===== config.mk =====
export PLATFORM = sky130hd
export DESIGN_NAME = sadc_ctrl
export DESIGN_NICKNAME = d
export VERILOG_FILES = /design/src/verilog/sadc_pkg.sv /design/src/verilog/sadc_clkdiv.sv /design/src/verilog/sadc_ctrl.sv
export VERILOG_INCLUDE_DIRS = /design/src /design/src/verilog
export SDC_FILE = /design/constraint.sdc
export NUM_CORES = 1
export LEC_CHECK = 0
export BUFFER_PORTS_ARGS = -buffer_cell sky130_fd_sc_hd__buf_2
export CORE_MARGIN = 3
export CORE_UTILIZATION = 52
export DETAILED_ROUTE_END_ITERATION = 7
export PLACE_DENSITY = 0.82
export REMOVE_ABC_BUFFERS = 1
export SLEW_MARGIN = 20
export SYNTH_ARGS = -nofsm -noshare
export SYNTH_HDL_FRONTEND = slang
export SYNTH_SLANG_ARGS = --single-unit

===== constraint.sdc =====
create_clock -name SYS_CLK_I -period 2.35 [get_ports SYS_CLK_I]
set_input_delay 0.1175 -clock SYS_CLK_I [delete_from_list [all_inputs] [get_ports SYS_CLK_I]]
set_output_delay 0.1175 -clock SYS_CLK_I [all_outputs]
set_load 0.05 [all_outputs]

===== src/verilog/sadc_params.svh =====
`ifndef SADC_PARAMS_SVH
`define SADC_PARAMS_SVH

// register byte offsets on the AXI4-Lite slave
`define SADC_ADDR_W        5
`define SADC_WORD_MASK     5'h1C
`define SADC_OFS_CTRL      5'h00
`define SADC_OFS_CFG       5'h04
`define SADC_OFS_RESULT    5'h08
`define SADC_OFS_IRQ_STAT  5'h0C
`define SADC_OFS_IRQ_MASK  5'h10

// converter_control_reg fields
`define SADC_CTRL_STM_LO   0
`define SADC_CTRL_STM_HI   1
`define SADC_CTRL_TM       2
`define SADC_CTRL_BUSY     3
`define SADC_CTRL_DONE     4

// converter_config_reg fields
`define SADC_CFG_DIV_LSB   0
`define SADC_CFG_DIV_MSB   2
`define SADC_DIV_SEL_MAX   3'h4

// status and mask layout
`define SADC_IRQ_DONE      0

// reset values
`define SADC_CTRL_RST      5'h00
`define SADC_DIV_RST       3'h0
`define SADC_RESULT_RST    8'h00

// timing in converter clocks
`define SADC_TRACK_CLKS    5'h03
`define SADC_CONV_CLKS     5'h10

// bus responses
`define SADC_RESP_OKAY     2'h0
`define SADC_RESP_SLVERR   2'h2

`endif


===== src/verilog/sadc_pkg.sv =====
package sadc_pkg;

   typedef enum logic [1:0] {
      SADC_IDLE  = 2'h0,
      SADC_TRACK = 2'h1,
      SADC_CONV  = 2'h2
   } sadc_state_t;

   typedef enum logic [1:0] {
      SADC_START_SW   = 2'h0,
      SADC_START_TMR  = 2'h1,
      SADC_START_SW2  = 2'h2,
      SADC_START_SW3  = 2'h3
   } sadc_start_t;

endpackage : sadc_pkg


===== src/verilog/sadc_clkdiv.sv =====
`include "sadc_params.svh"

module sadc_clkdiv
   import sadc_pkg::*;
(
   input  wire logic       clk_i,
   input  wire logic       rst_i,
   input  wire logic [2:0] div_sel_i,
   output logic            tick_o
);

   logic [3:0] cnt;
   logic [3:0] limit;

   // codes above the largest ratio clamp to divide by 16
   always_comb begin
      unique case (div_sel_i)
         3'h0:    limit = 4'h0;
         3'h1:    limit = 4'h1;
         3'h2:    limit = 4'h3;
         3'h3:    limit = 4'h7;
         default: limit = 4'hF;
      endcase
   end

   always_ff @(posedge clk_i or posedge rst_i) begin
      if (rst_i) begin
         cnt <= 4'h0;
      end else if (cnt >= limit) begin
         cnt <= 4'h0;
      end else begin
         cnt <= cnt + 4'h1;
      end
   end

   always_ff @(posedge clk_i or posedge rst_i) begin
      if (rst_i) begin
         tick_o <= 1'b0;
      end else begin
         tick_o <= (cnt >= limit);
      end
   end

endmodule : sadc_clkdiv


===== src/verilog/sadc_ctrl.sv =====
// Notes on behaviour
// - the converter clock is the system clock divided by 1, 2, 4, 8 or 16 per the config divider field.
// - the two start mode bits choose software start or timer overflow start.
// - in software start mode a 1 written to the busy bit begins a conversion.
// - in timed start mode each timer 2 overflow that arrives while busy is 0 begins a conversion; one during a conversion is dropped.
// - the busy bit reads 1 during a conversion and returns to 0 when it completes.
// - the fall of busy sets the done flag and raises the interrupt when enabled.
// - at completion the converted value is placed in the result register.
// - with track mode 0 the input is tracked at all times except during conversion.
// - with track mode 1 and software start, tracking begins on the busy write for 3 clocks.
// - with track mode 1 and timer start, tracking begins on the overflow for 3 clocks.
// - tracking is shut down while the chip is in standby or sleep.
// - each conversion takes 16 converter clocks after tracking.
`include "sadc_params.svh"

module sadc_ctrl
   import sadc_pkg::*;
(
   input  wire logic                    SYS_CLK_I,
   input  wire logic                    RESET_I,
   input  wire logic                    TIMER2_OVF_I,
   input  wire logic                    STANDBY_I,
   input  wire logic                    COMP_I,
   output logic                         TRACK_O,
   output logic                         CONV_CLK_TICK_O,
   output logic [7:0]                   DAC_CODE_O,
   output logic                         IRQ_O,
   input  wire logic [`SADC_ADDR_W-1:0] AWADDR_I,
   input  wire logic                    AWVALID_I,
   output logic                         AWREADY_O,
   input  wire logic [31:0]             WDATA_I,
   input  wire logic [3:0]              WSTRB_I,
   input  wire logic                    WVALID_I,
   output logic                         WREADY_O,
   output logic [1:0]                   BRESP_O,
   output logic                         BVALID_O,
   input  wire logic                    BREADY_I,
   input  wire logic [`SADC_ADDR_W-1:0] ARADDR_I,
   input  wire logic                    ARVALID_I,
   output logic                         ARREADY_O,
   output logic [31:0]                  RDATA_O,
   output logic [1:0]                   RRESP_O,
   output logic                         RVALID_O,
   input  wire logic                    RREADY_I
);

   // pin synchronisers
   logic [1:0]              comp_sync;
   logic [1:0]              standby_sync;
   logic                    comp_s;
   logic                    standby_s;

   // bus state
   logic                    aw_held;
   logic                    w_held;
   logic [`SADC_ADDR_W-1:0] aw_addr;
   logic [31:0]             w_data;
   logic [3:0]              w_strb;
   logic                    wr_fire;
   logic                    rd_fire;
   logic [`SADC_ADDR_W-1:0] wr_word;
   logic [`SADC_ADDR_W-1:0] rd_word;
   logic                    wr_mapped;
   logic                    rd_mapped;
   logic                    wr_ctrl;
   logic                    wr_cfg;
   logic                    wr_mask;
   logic                    rd_stat;
   logic [31:0]             next_rdata;

   // control and status
   sadc_start_t             start_mode;
   logic                    track_mode;
   logic [2:0]              div_sel;
   logic                    busy;
   logic                    done_flag;
   logic                    irq_stat;
   logic                    irq_mask;
   logic [7:0]              result;
   logic                    sw_start;
   logic                    tmr_start;
   logic                    start;
   logic                    conv_end;
   logic                    next_irq_stat;

   // sequencer
   sadc_state_t             state;
   logic [4:0]              cnt;
   logic [7:0]              code;
   logic [7:0]              next_code;
   logic [2:0]              bit_idx;
   logic                    tick;

   sadc_clkdiv u_clkdiv (
      .clk_i     (SYS_CLK_I),
      .rst_i     (RESET_I),
      .div_sel_i (div_sel),
      .tick_o    (tick)
   );

   // the comparator and standby pins are asynchronous to the bus clock
   always_ff @(posedge SYS_CLK_I or posedge RESET_I) begin
      if (RESET_I) begin
         comp_sync    <= 2'h0;
         standby_sync <= 2'h0;
      end else begin
         comp_sync    <= {comp_sync[0], COMP_I};
         standby_sync <= {standby_sync[0], STANDBY_I};
      end
   end

   assign comp_s    = comp_sync[1];
   assign standby_s = standby_sync[1];

   // ---------------- write channel ----------------
   assign AWREADY_O = !aw_held && !BVALID_O;
   assign WREADY_O  = !w_held && !BVALID_O;
   assign wr_fire   = aw_held && w_held && !BVALID_O;
   assign wr_word   = aw_addr & `SADC_WORD_MASK;
   assign wr_ctrl   = wr_fire && (wr_word == `SADC_OFS_CTRL) && w_strb[0];
   assign wr_cfg    = wr_fire && (wr_word == `SADC_OFS_CFG) && w_strb[0];
   assign wr_mask   = wr_fire && (wr_word == `SADC_OFS_IRQ_MASK) && w_strb[0];

   always_comb begin
      unique case (wr_word)
         `SADC_OFS_CTRL,
         `SADC_OFS_CFG,
         `SADC_OFS_RESULT,
         `SADC_OFS_IRQ_STAT,
         `SADC_OFS_IRQ_MASK: wr_mapped = 1'b1;
         default:            wr_mapped = 1'b0;
      endcase
   end

   always_ff @(posedge SYS_CLK_I or posedge RESET_I) begin
      if (RESET_I) begin
         aw_held <= 1'b0;
         aw_addr <= '0;
      end else if (AWVALID_I && AWREADY_O) begin
         aw_held <= 1'b1;
         aw_addr <= AWADDR_I;
      end else if (wr_fire) begin
         aw_held <= 1'b0;
      end
   end

   always_ff @(posedge SYS_CLK_I or posedge RESET_I) begin
      if (RESET_I) begin
         w_held <= 1'b0;
         w_data <= 32'h0000_0000;
         w_strb <= 4'h0;
      end else if (WVALID_I && WREADY_O) begin
         w_held <= 1'b1;
         w_data <= WDATA_I;
         w_strb <= WSTRB_I;
      end else if (wr_fire) begin
         w_held <= 1'b0;
      end
   end

   always_ff @(posedge SYS_CLK_I or posedge RESET_I) begin
      if (RESET_I) begin
         BVALID_O <= 1'b0;
         BRESP_O  <= `SADC_RESP_OKAY;
      end else if (wr_fire) begin
         BVALID_O <= 1'b1;
         BRESP_O  <= wr_mapped ? `SADC_RESP_OKAY : `SADC_RESP_SLVERR;
      end else if (BREADY_I) begin
         BVALID_O <= 1'b0;
      end
   end

   // ---------------- read channel ----------------
   assign ARREADY_O = !RVALID_O;
   assign rd_fire   = ARVALID_I && ARREADY_O;
   assign rd_word   = ARADDR_I & `SADC_WORD_MASK;
   assign rd_stat   = rd_fire && (rd_word == `SADC_OFS_IRQ_STAT);

   always_comb begin
      next_rdata = 32'h0000_0000;
      rd_mapped  = 1'b1;
      unique case (rd_word)
         `SADC_OFS_CTRL: begin
            next_rdata[`SADC_CTRL_STM_HI:`SADC_CTRL_STM_LO] = start_mode;
            next_rdata[`SADC_CTRL_TM]   = track_mode;
            next_rdata[`SADC_CTRL_BUSY] = busy;
            next_rdata[`SADC_CTRL_DONE] = done_flag;
         end
         `SADC_OFS_CFG: begin
            next_rdata[`SADC_CFG_DIV_MSB:`SADC_CFG_DIV_LSB] = div_sel;
         end
         `SADC_OFS_RESULT: begin
            next_rdata[7:0] = result;
         end
         `SADC_OFS_IRQ_STAT: begin
            next_rdata[`SADC_IRQ_DONE] = irq_stat;
         end
         `SADC_OFS_IRQ_MASK: begin
            next_rdata[`SADC_IRQ_DONE] = irq_mask;
         end
         default: begin
            rd_mapped = 1'b0;
         end
      endcase
   end

   always_ff @(posedge SYS_CLK_I or posedge RESET_I) begin
      if (RESET_I) begin
         RVALID_O <= 1'b0;
         RDATA_O  <= 32'h0000_0000;
         RRESP_O  <= `SADC_RESP_OKAY;
      end else if (rd_fire) begin
         RVALID_O <= 1'b1;
         RDATA_O  <= next_rdata;
         RRESP_O  <= rd_mapped ? `SADC_RESP_OKAY : `SADC_RESP_SLVERR;
      end else if (RREADY_I) begin
         RVALID_O <= 1'b0;
      end
   end

   // ---------------- configuration ----------------
   always_ff @(posedge SYS_CLK_I or posedge RESET_I) begin
      if (RESET_I) begin
         start_mode <= SADC_START_SW;
         track_mode <= 1'b0;
      end else if (wr_ctrl) begin
         start_mode <= sadc_start_t'(w_data[`SADC_CTRL_STM_HI:`SADC_CTRL_STM_LO]);
         track_mode <= w_data[`SADC_CTRL_TM];
      end
   end

   always_ff @(posedge SYS_CLK_I or posedge RESET_I) begin
      if (RESET_I) begin
         div_sel <= `SADC_DIV_RST;
      end else if (wr_cfg) begin
         div_sel <= w_data[`SADC_CFG_DIV_MSB:`SADC_CFG_DIV_LSB];
      end
   end

   always_ff @(posedge SYS_CLK_I or posedge RESET_I) begin
      if (RESET_I) begin
         irq_mask <= 1'b0;
      end else if (wr_mask) begin
         irq_mask <= w_data[`SADC_IRQ_DONE];
      end
   end

   // ---------------- start and busy ----------------
   // only the timer code selects overflow starts; the other codes are software
   assign sw_start  = wr_ctrl && w_data[`SADC_CTRL_BUSY]
                      && (start_mode != SADC_START_TMR);
   assign tmr_start = TIMER2_OVF_I && (start_mode == SADC_START_TMR);
   // a start while busy is dropped, a running conversion is never restarted
   assign start     = !busy && (sw_start || tmr_start);
   assign conv_end  = (state == SADC_CONV) && tick && (cnt == `SADC_CONV_CLKS - 5'h01);

   always_ff @(posedge SYS_CLK_I or posedge RESET_I) begin
      if (RESET_I) begin
         busy <= 1'b0;
      end else if (start) begin
         busy <= 1'b1;
      end else if (conv_end) begin
         busy <= 1'b0;
      end
   end

   // done flag: a clearing write loses against a finishing conversion
   always_ff @(posedge SYS_CLK_I or posedge RESET_I) begin
      if (RESET_I) begin
         done_flag <= 1'b0;
      end else if (conv_end) begin
         done_flag <= 1'b1;
      end else if (wr_ctrl && !w_data[`SADC_CTRL_DONE]) begin
         done_flag <= 1'b0;
      end
   end

   // sticky status, cleared by a read, set wins
   always_comb begin
      next_irq_stat = irq_stat;
      if (rd_stat) begin
         next_irq_stat = 1'b0;
      end
      if (conv_end) begin
         next_irq_stat = 1'b1;
      end
   end

   always_ff @(posedge SYS_CLK_I or posedge RESET_I) begin
      if (RESET_I) begin
         irq_stat <= 1'b0;
         IRQ_O    <= 1'b0;
      end else begin
         irq_stat <= next_irq_stat;
         IRQ_O    <= next_irq_stat && irq_mask;
      end
   end

   // ---------------- sequencer ----------------
   // two converter clocks per bit: one to set the trial, one to decide
   assign bit_idx = 3'h7 - cnt[3:1];

   always_comb begin
      next_code = code;
      if (!cnt[0]) begin
         next_code[bit_idx] = 1'b1;
      end else begin
         next_code[bit_idx] = comp_s;
      end
   end

   always_ff @(posedge SYS_CLK_I or posedge RESET_I) begin
      if (RESET_I) begin
         state <= SADC_IDLE;
         cnt   <= 5'h00;
         code  <= 8'h00;
      end else begin
         unique case (state)
            SADC_IDLE: begin
               if (busy && tick) begin
                  cnt  <= 5'h00;
                  code <= 8'h00;
                  state <= track_mode ? SADC_TRACK : SADC_CONV;
               end
            end
            SADC_TRACK: begin
               if (tick) begin
                  if (cnt == `SADC_TRACK_CLKS - 5'h01) begin
                     cnt   <= 5'h00;
                     state <= SADC_CONV;
                  end else begin
                     cnt <= cnt + 5'h01;
                  end
               end
            end
            SADC_CONV: begin
               if (tick) begin
                  code <= next_code;
                  if (cnt == `SADC_CONV_CLKS - 5'h01) begin
                     cnt   <= 5'h00;
                     state <= SADC_IDLE;
                  end else begin
                     cnt <= cnt + 5'h01;
                  end
               end
            end
            default: begin
               state <= SADC_IDLE;
            end
         endcase
      end
   end

   always_ff @(posedge SYS_CLK_I or posedge RESET_I) begin
      if (RESET_I) begin
         result <= `SADC_RESULT_RST;
      end else if (conv_end) begin
         result <= next_code;
      end
   end

   // ---------------- converter pins ----------------
   always_ff @(posedge SYS_CLK_I or posedge RESET_I) begin
      if (RESET_I) begin
         TRACK_O <= 1'b0;
      end else if (standby_s) begin
         TRACK_O <= 1'b0;
      end else if (track_mode) begin
         TRACK_O <= (state == SADC_TRACK);
      end else begin
         TRACK_O <= (state != SADC_CONV);
      end
   end

   always_ff @(posedge SYS_CLK_I or posedge RESET_I) begin
      if (RESET_I) begin
         DAC_CODE_O      <= 8'h00;
         CONV_CLK_TICK_O <= 1'b0;
      end else begin
         DAC_CODE_O      <= code;
         CONV_CLK_TICK_O <= tick;
      end
   end

endmodule : sadc_ctrl


==> results of run 1 <==
==> state kept, by name (all words and copies together) (netlist names), 3 cells and up <==
signal and count:
code 8, cnt 5, w_data 5, aw_addr 3
result 8, RDATA_O 8, div_sel 3, u_clkdiv.cnt 4
DAC_CODE_O 8
==> routing by layer <==
metal | vias to the layer above | GRT usage | share of wire
li1 | 1237 | - | -
met1 | 1234 | 0.2524 | 0.46
met2 | 80 | 0.2940 | 0.47
met3 | 9 | 0.03318 | 0.053
met4 | 0 | 0.09202 | 0.016
met5 | - | 0 | 0
==> how the worst max path moves through the flow <==
stage,end,slack (ps)
floorplan,w_data[0],170
global placement,state[1],290
detailed placement,state[1],250
CTS,state[1],240
global route,cnt[1],50
finish,state[1],220
==> report_power, final <==
part	internal [mW]	total (mW)	switching [mW]
sequential	1.68	2.01	0.334
combinational	0.747	1.96	1.21
clock	0.707	1.18	0.477
total	3.13	5.16	2.02
==> critical path: cells and delay by family, from the launching register on <==
kind            cells  cell delay (ps)
simple gates        1              470
compound gates      2              490
mux                 1              320
fa+ha+maj           1              210
flops               1              530
==> cell usage after synthesis, types with 5 or more instances <==
library cell / count / area [um^2]
a22o_1: 5 / 43.79
buf_4: 26 / 195.2
nor2_1: 6 / 22.52
nand3b_1: 5 / 37.54
nor2b_1: 7 / 43.79
mux2i_1: 13 / 130.1
clkbuf_1: 12 / 45.04
nand2_1: 37 / 138.9
dfrtp_1: 76 / 1902
o22ai_1: 5 / 31.28
inv_1: 19 / 71.32
o21ai_1: 5 / 25.02
nand2b_1: 10 / 62.56
o21ai_0: 27 / 135.1
mux2_2: 16 / 180.2
ha_1: 13 / 162.7
a21oi_1: 7 / 35.03
==> cell type report <==
| type | instances | share of cell area |
|---|---|---|
| flip-flops and latches | 76 | 0.4485 |
| multi-input cells | 229 | 0.3556 |
| repair buffers | 63 | 0.09501 |
| clock buffers | 10 | 0.03010 |
| well taps | 93 | 0.02744 |
| clock inverters | 6 | 0.02656 |
| inverters | 19 | 0.01682 |
==> metrics by stage <==
stage	power, mW	instance area, um^2	setup WS, ps
floorplan	3.508	3481	173.1
global placement	3.880	3860	286.2
detailed placement	3.972	3860	253.0
CTS	5.193	4240	237.2
global route	5.525	4240	51.37
finish	5.158	4240	218.7
==> logic make-up (layout without fill, tap and decap cells) <==
| group | after synthesis | count (layout) | synth area share |
|---|---|---|---|
| fa+ha+maj | 13 | 13 | 0.04484 |
| compound gates | 72 | 72 | 0.1249 |
| other cells | 1 | 26 | 0.001034 |
| mux | 31 | 31 | 0.09279 |
| buf+inv | 57 | 98 | 0.08589 |
| simple gates | 85 | 85 | 0.1214 |
| xor+xnor | 2 | 2 | 0.004830 |
| flops | 76 | 76 | 0.5243 |
==> results.py, run 1 <==
metrics = {
    "placement": {
        "portBuffers": 47,
        "placed_cells": 466,
        "hpwlAfterDp_um": 4695,
        "gp_congestion": 0.7905,
    },
    "timing": {
        "drv_slew": 0,
        "finalHoldViolations": 0,
        "hold_ws_ps": 91.34,
        "fin_setup_tns_ps": 0,
        "fin_crit_sh": 0.9069,
        "worst_pin_slew_ps": 570.6,
        "fin_skew_ps": 9.086,
        "max_clock_freq_mhz": 469.2,
        "rsz0062_at_grt": "false",
        "slew_headroom": 0.6178,
        "setup_violations": 0,
        "period_needed_ps": 2131,
    },
    "drt": {
        "totalWireLength_um": 6701,
        "route.detailed.drc": 0,
        "drt_iter0_markers": 140,
        "antenna_left": 0,
        "dr.pass1.iters": 4,
        "vias_per_cell": 5.161,
        "wl_per_cell_um": 13.51,
        "num_vias": 2560,
    },
    "clock_tree": {
        "hold_buffers": 14,
        "clk_pin_slew_ps": 80,
        "clk_latency_ps": 350,
        "clock_sinks": 76,
        "cts_buffer_depth": 2,
        "cts_root_buf": "clkbuf_8",
        "htreeDepth": 3,
        "cts_resized": 0,
        "postCtsSetupRepairBufs": 0,
        "cts_made_buffers": 9,
        "cts_tree": "done",
    },
    "outcome": {
        "status": "finished clean",
    },
    "global_routing": {
        "grt_max_degree": 77,
        "grt_pass1_wl_um": 11450,
        "grt_antenna_before_repair": 0,
        "grt-ovfl-total": 0,
        "grt_use_total": 0.1877,
        "grt_pass1_vias": 2480,
    },
    "cells_and_area": {
        "layout_common_cells": "76 x dfrtp_1, 47 x buf_2, 37 x nand2_1",
        "final.fill_count": 520,
        "layout.nets": 467,
        "multi_input_area_mm2": 0.001508,
        "postLayoutCoreUtil": 0.6456,
        "final_common_cell": "dfrtp_1",
        "seq_area_mm2": 0.001902,
        "syn_to_final_growth_pct": 16.90,
        "final_layout_size_suffix_gt1_frac": 0.2084,
        "n_antenna_cell": 0,
        "instances_no_fill": 496,
    },
    "setup_path": {
        "max_stage_delay_ps": 530,
        "slowest_stage": "dfrtp_1",
        "worst-r2r-setup-slack_ps": 220,
        "worstReg2RegEnd": "state[1]",
        "cp_cell_sequence": "ha_1, or4b_4, a222oi_1, o21ai_1, mux2_4",
        "reg2reg_from": "cnt[1]",
        "reg2regPathDepth": 5,
        "cp_max_fo": 11,
        "startpoint": "cnt[1]",
        "crit_arrival_ps": 2360,
        "required_ps": 2580,
        "crit_path_start_kind": "flip-flop",
        "endpoint_kind": "flip-flop",
        "crit_type": "reg -> reg",
    },
    "run": {
        "drv_cap": 0,
    },
    "synthesis": {
        "synth.avg_cell_area_um2": 10.76,
        "yosys_register_bits": 76,
        "ys_seq_area_frac": 0.5243,
        "postSynth.asyncResetShare": 1.000,
        "syn_area_mm2": 0.003627,
        "dominantRegCellSynth": "dfrtp_1",
        "yosysUniqueCellTypes": 45,
        "synth-edff-count": 0,
        "netlist_instances": 337,
        "ys.warnings.count": 0,
    },
    "pwr": {
        "ir_worst_vdd_mv": 1.003,
        "leakagePower_nw": 2.100,
        "power_density_mw_per_mm2": 1216,
    },
    "floorplan": {
        "die_area_mm2": 0.008014,
        "start_util": 0.5523,
        "coreArea_mm2": 0.006568,
        "row_count": 29,
        "die_h_um": 89.52,
        "die_x_um": 89.52,
        "pin_count": 108,
    },
    "min_path": {
        "min_path_cells": 2,
        "min_path_type": "in -> reg",
        "hold-path-endpoint": "RDATA_O[3]",
        "min_from": "ARADDR_I[4]",
    },
}
Note: power is estimated with default switching activity, not from simulation.
==> run 2, diff against run 1 <==
--- a/config.mk
+++ b/config.mk
@@ -10,7 +10,7 @@
 export CORE_MARGIN = 3
 export CORE_UTILIZATION = 52
 export DETAILED_ROUTE_END_ITERATION = 7
-export PLACE_DENSITY = 0.82
+export PLACE_DENSITY = 0.8
 export REMOVE_ABC_BUFFERS = 1
 export SLEW_MARGIN = 20
 export SYNTH_ARGS = -nofsm -noshare
==> run 2 against run 1 <==
Net effect:
- first-iteration DRC count grew 35%
- clock power shrank 6%
- combinational power is essentially flat
- setup slack lost 58 ps
- sequential cell count is the same
- critical endpoint unchanged
- highest routed layer unchanged
==> results.py, run 2 (synthesized netlist as in run 1, its figures left out) <==
metrics = {
    "drt": {
        "totalWireLength_um": 7010,
        "wl_per_cell_um": 14.08,
        "dr.pass1.iters": 4,
        "antenna_left": 0,
        "vias_per_cell": 5.169,
        "route.detailed.drc": 0,
        "num_vias": 2574,
        "drt_iter0_markers": 189,
    },
    "cells_and_area": {
        "n_antenna_cell": 0,
        "fin_area_mm2": 0.004237,
        "layout.nets": 469,
        "final_layout_size_suffix_gt1_frac": 0.2148,
        "final_common_cell": "dfrtp_1",
        "postLayoutCoreUtil": 0.6451,
        "syn_to_final_growth_pct": 16.80,
        "final.fill_count": 486,
        "layout_common_cells": "76 x dfrtp_1, 47 x buf_2, 37 x nand2_1",
    },
    "clock_tree": {
        "clk_latency_ps": 350,
        "cts_buffer_depth": 2,
        "cts_resized": 0,
        "clock_sinks": 76,
        "cts_root_buf": "clkbuf_8",
        "cts_made_buffers": 9,
        "cts_tree": "done",
        "htreeDepth": 3,
        "clk_pin_slew_ps": 80,
    },
    "timing": {
        "max_clock_freq_mhz": 456.7,
        "drv_slew": 0,
        "worst_pin_slew_ps": 631.2,
        "fin_setup_tns_ps": 0,
        "hold_ws_ps": 104.4,
        "finalHoldViolations": 0,
        "setup_violations": 0,
        "fin_skew_ps": 11.10,
        "slew_headroom": 0.5786,
        "fin_crit_sh": 0.9317,
        "rsz0062_at_grt": "false",
        "period_needed_ps": 2189,
    },
    "placement": {
        "portBuffers": 47,
        "gp_congestion": 0.8409,
        "hpwlAfterDp_um": 4884,
        "dpl_cell_area_mm2": 0.003875,
    },
    "outcome": {
        "status": "finished clean",
    },
    "min_path": {
        "min_path_type": "in -> reg",
    },
    "global_routing": {
        "grt-ovfl-total": 0,
        "grt_pass1_vias": 2500,
        "grt_pass1_wl_um": 11330,
        "grt_use_total": 0.1845,
        "grt_antenna_before_repair": 0,
        "grt_max_degree": 48,
    },
    "setup_path": {
        "endpoint_kind": "flip-flop",
        "crit_arrival_ps": 2430,
        "required_ps": 2590,
        "cp_max_fo": 11,
        "crit_type": "reg -> reg",
        "crit_path_start_kind": "flip-flop",
    },
    "floorplan": {
        "coreArea_mm2": 0.006568,
        "start_util": 0.5523,
        "die_area_mm2": 0.008014,
        "row_count": 29,
        "die_h_um": 89.52,
        "die_x_um": 89.52,
        "pin_count": 108,
    },
    "run": {
        "drv_cap": 0,
    },
    "pwr": {
        "ir_worst_vdd_mv": 0.7375,
        "leakagePower_nw": 2.096,
        "power_density_mw_per_mm2": 1206,
    },
}
run 2: cell types whose count changed in the layout (fill, tap and decap cells not counted):
cell and change:
inv_6 +2, bufinv_16 -1, buf_4 +2, clkinv_4 -2, clkinvlp_4 +2, clkbuf_1 -1
run 2: final timing paths:
check	from	endpoint	slack, ps	cells after the start
setup reg to reg	cnt[1]	state[1]	160	5
min in group asynchronous	RESET_I	div_sel[0]	400	3
setup / recovery	cnt[1]	state[1]	160	5
hold reg to reg	comp_sync[0]	comp_sync[1]	350	0
hold / removal	ARADDR_I[4]	RDATA_O[4]	100	2
max in group asynchronous	RESET_I	cnt[3]	1290	4
run 2: through the flow:
step | std cells | power [mW] | worst slack [ps]
2_1_floorplan | 324 | 3.508 | 173.1
4_1_cts | 498 | 5.134 | 176.1
3_3_place_gp | 468 | 3.886 | 279.9
5_1_grt | 498 | 5.439 | 63.38
3_5_place_dp | 468 | 3.991 | 219.3
6_report | 498 | 5.109 | 160.6
run 2: worst max-delay path, stage by stage, from the launching register on:
cell	delay (ps)
dfrtp_1	560
ha_1	220
or4b_4	480
a222oi_1	310
o21ai_1	190
mux2_4	320
run 2: cell type report:
| class | instances | area, um^2 | area share |
|---|---|---|---|
| flip-flops and latches | 76 | 1902 | 0.4489 |
| multi-input cells | 229 | 1508 | 0.3559 |
| repair buffers | 65 | 417.9 | 0.09864 |
| clock buffers | 9 | 123.9 | 0.02924 |
| well taps | 93 | 116.4 | 0.02747 |
| clock inverters | 7 | 97.59 | 0.02304 |
| inverters | 19 | 71.32 | 0.01683 |
run 2: what timing repair did:
action | in CTS | in global routing
setup buffers | 0 | 0
endpoints found under the hold margin | 42 | 0
hold buffers | 14 | 0
run 2: where the power goes:
part	internal (mW)	switching [mW]
clock network	0.603	0.509
logic	0.751	1.23
registers	1.68	0.341
total	3.03	2.08
run 2: layer usage:
metal | global-route usage | wire length (um) | vias up
li1 | - | - | 1240
met1 | 0.2439 | 3206 | 1261
met2 | 0.3027 | 3405 | 63
met3 | 0.04793 | 306 | 10
met4 | 0.05007 | 92 | 0
met5 | 0 | 0 | -
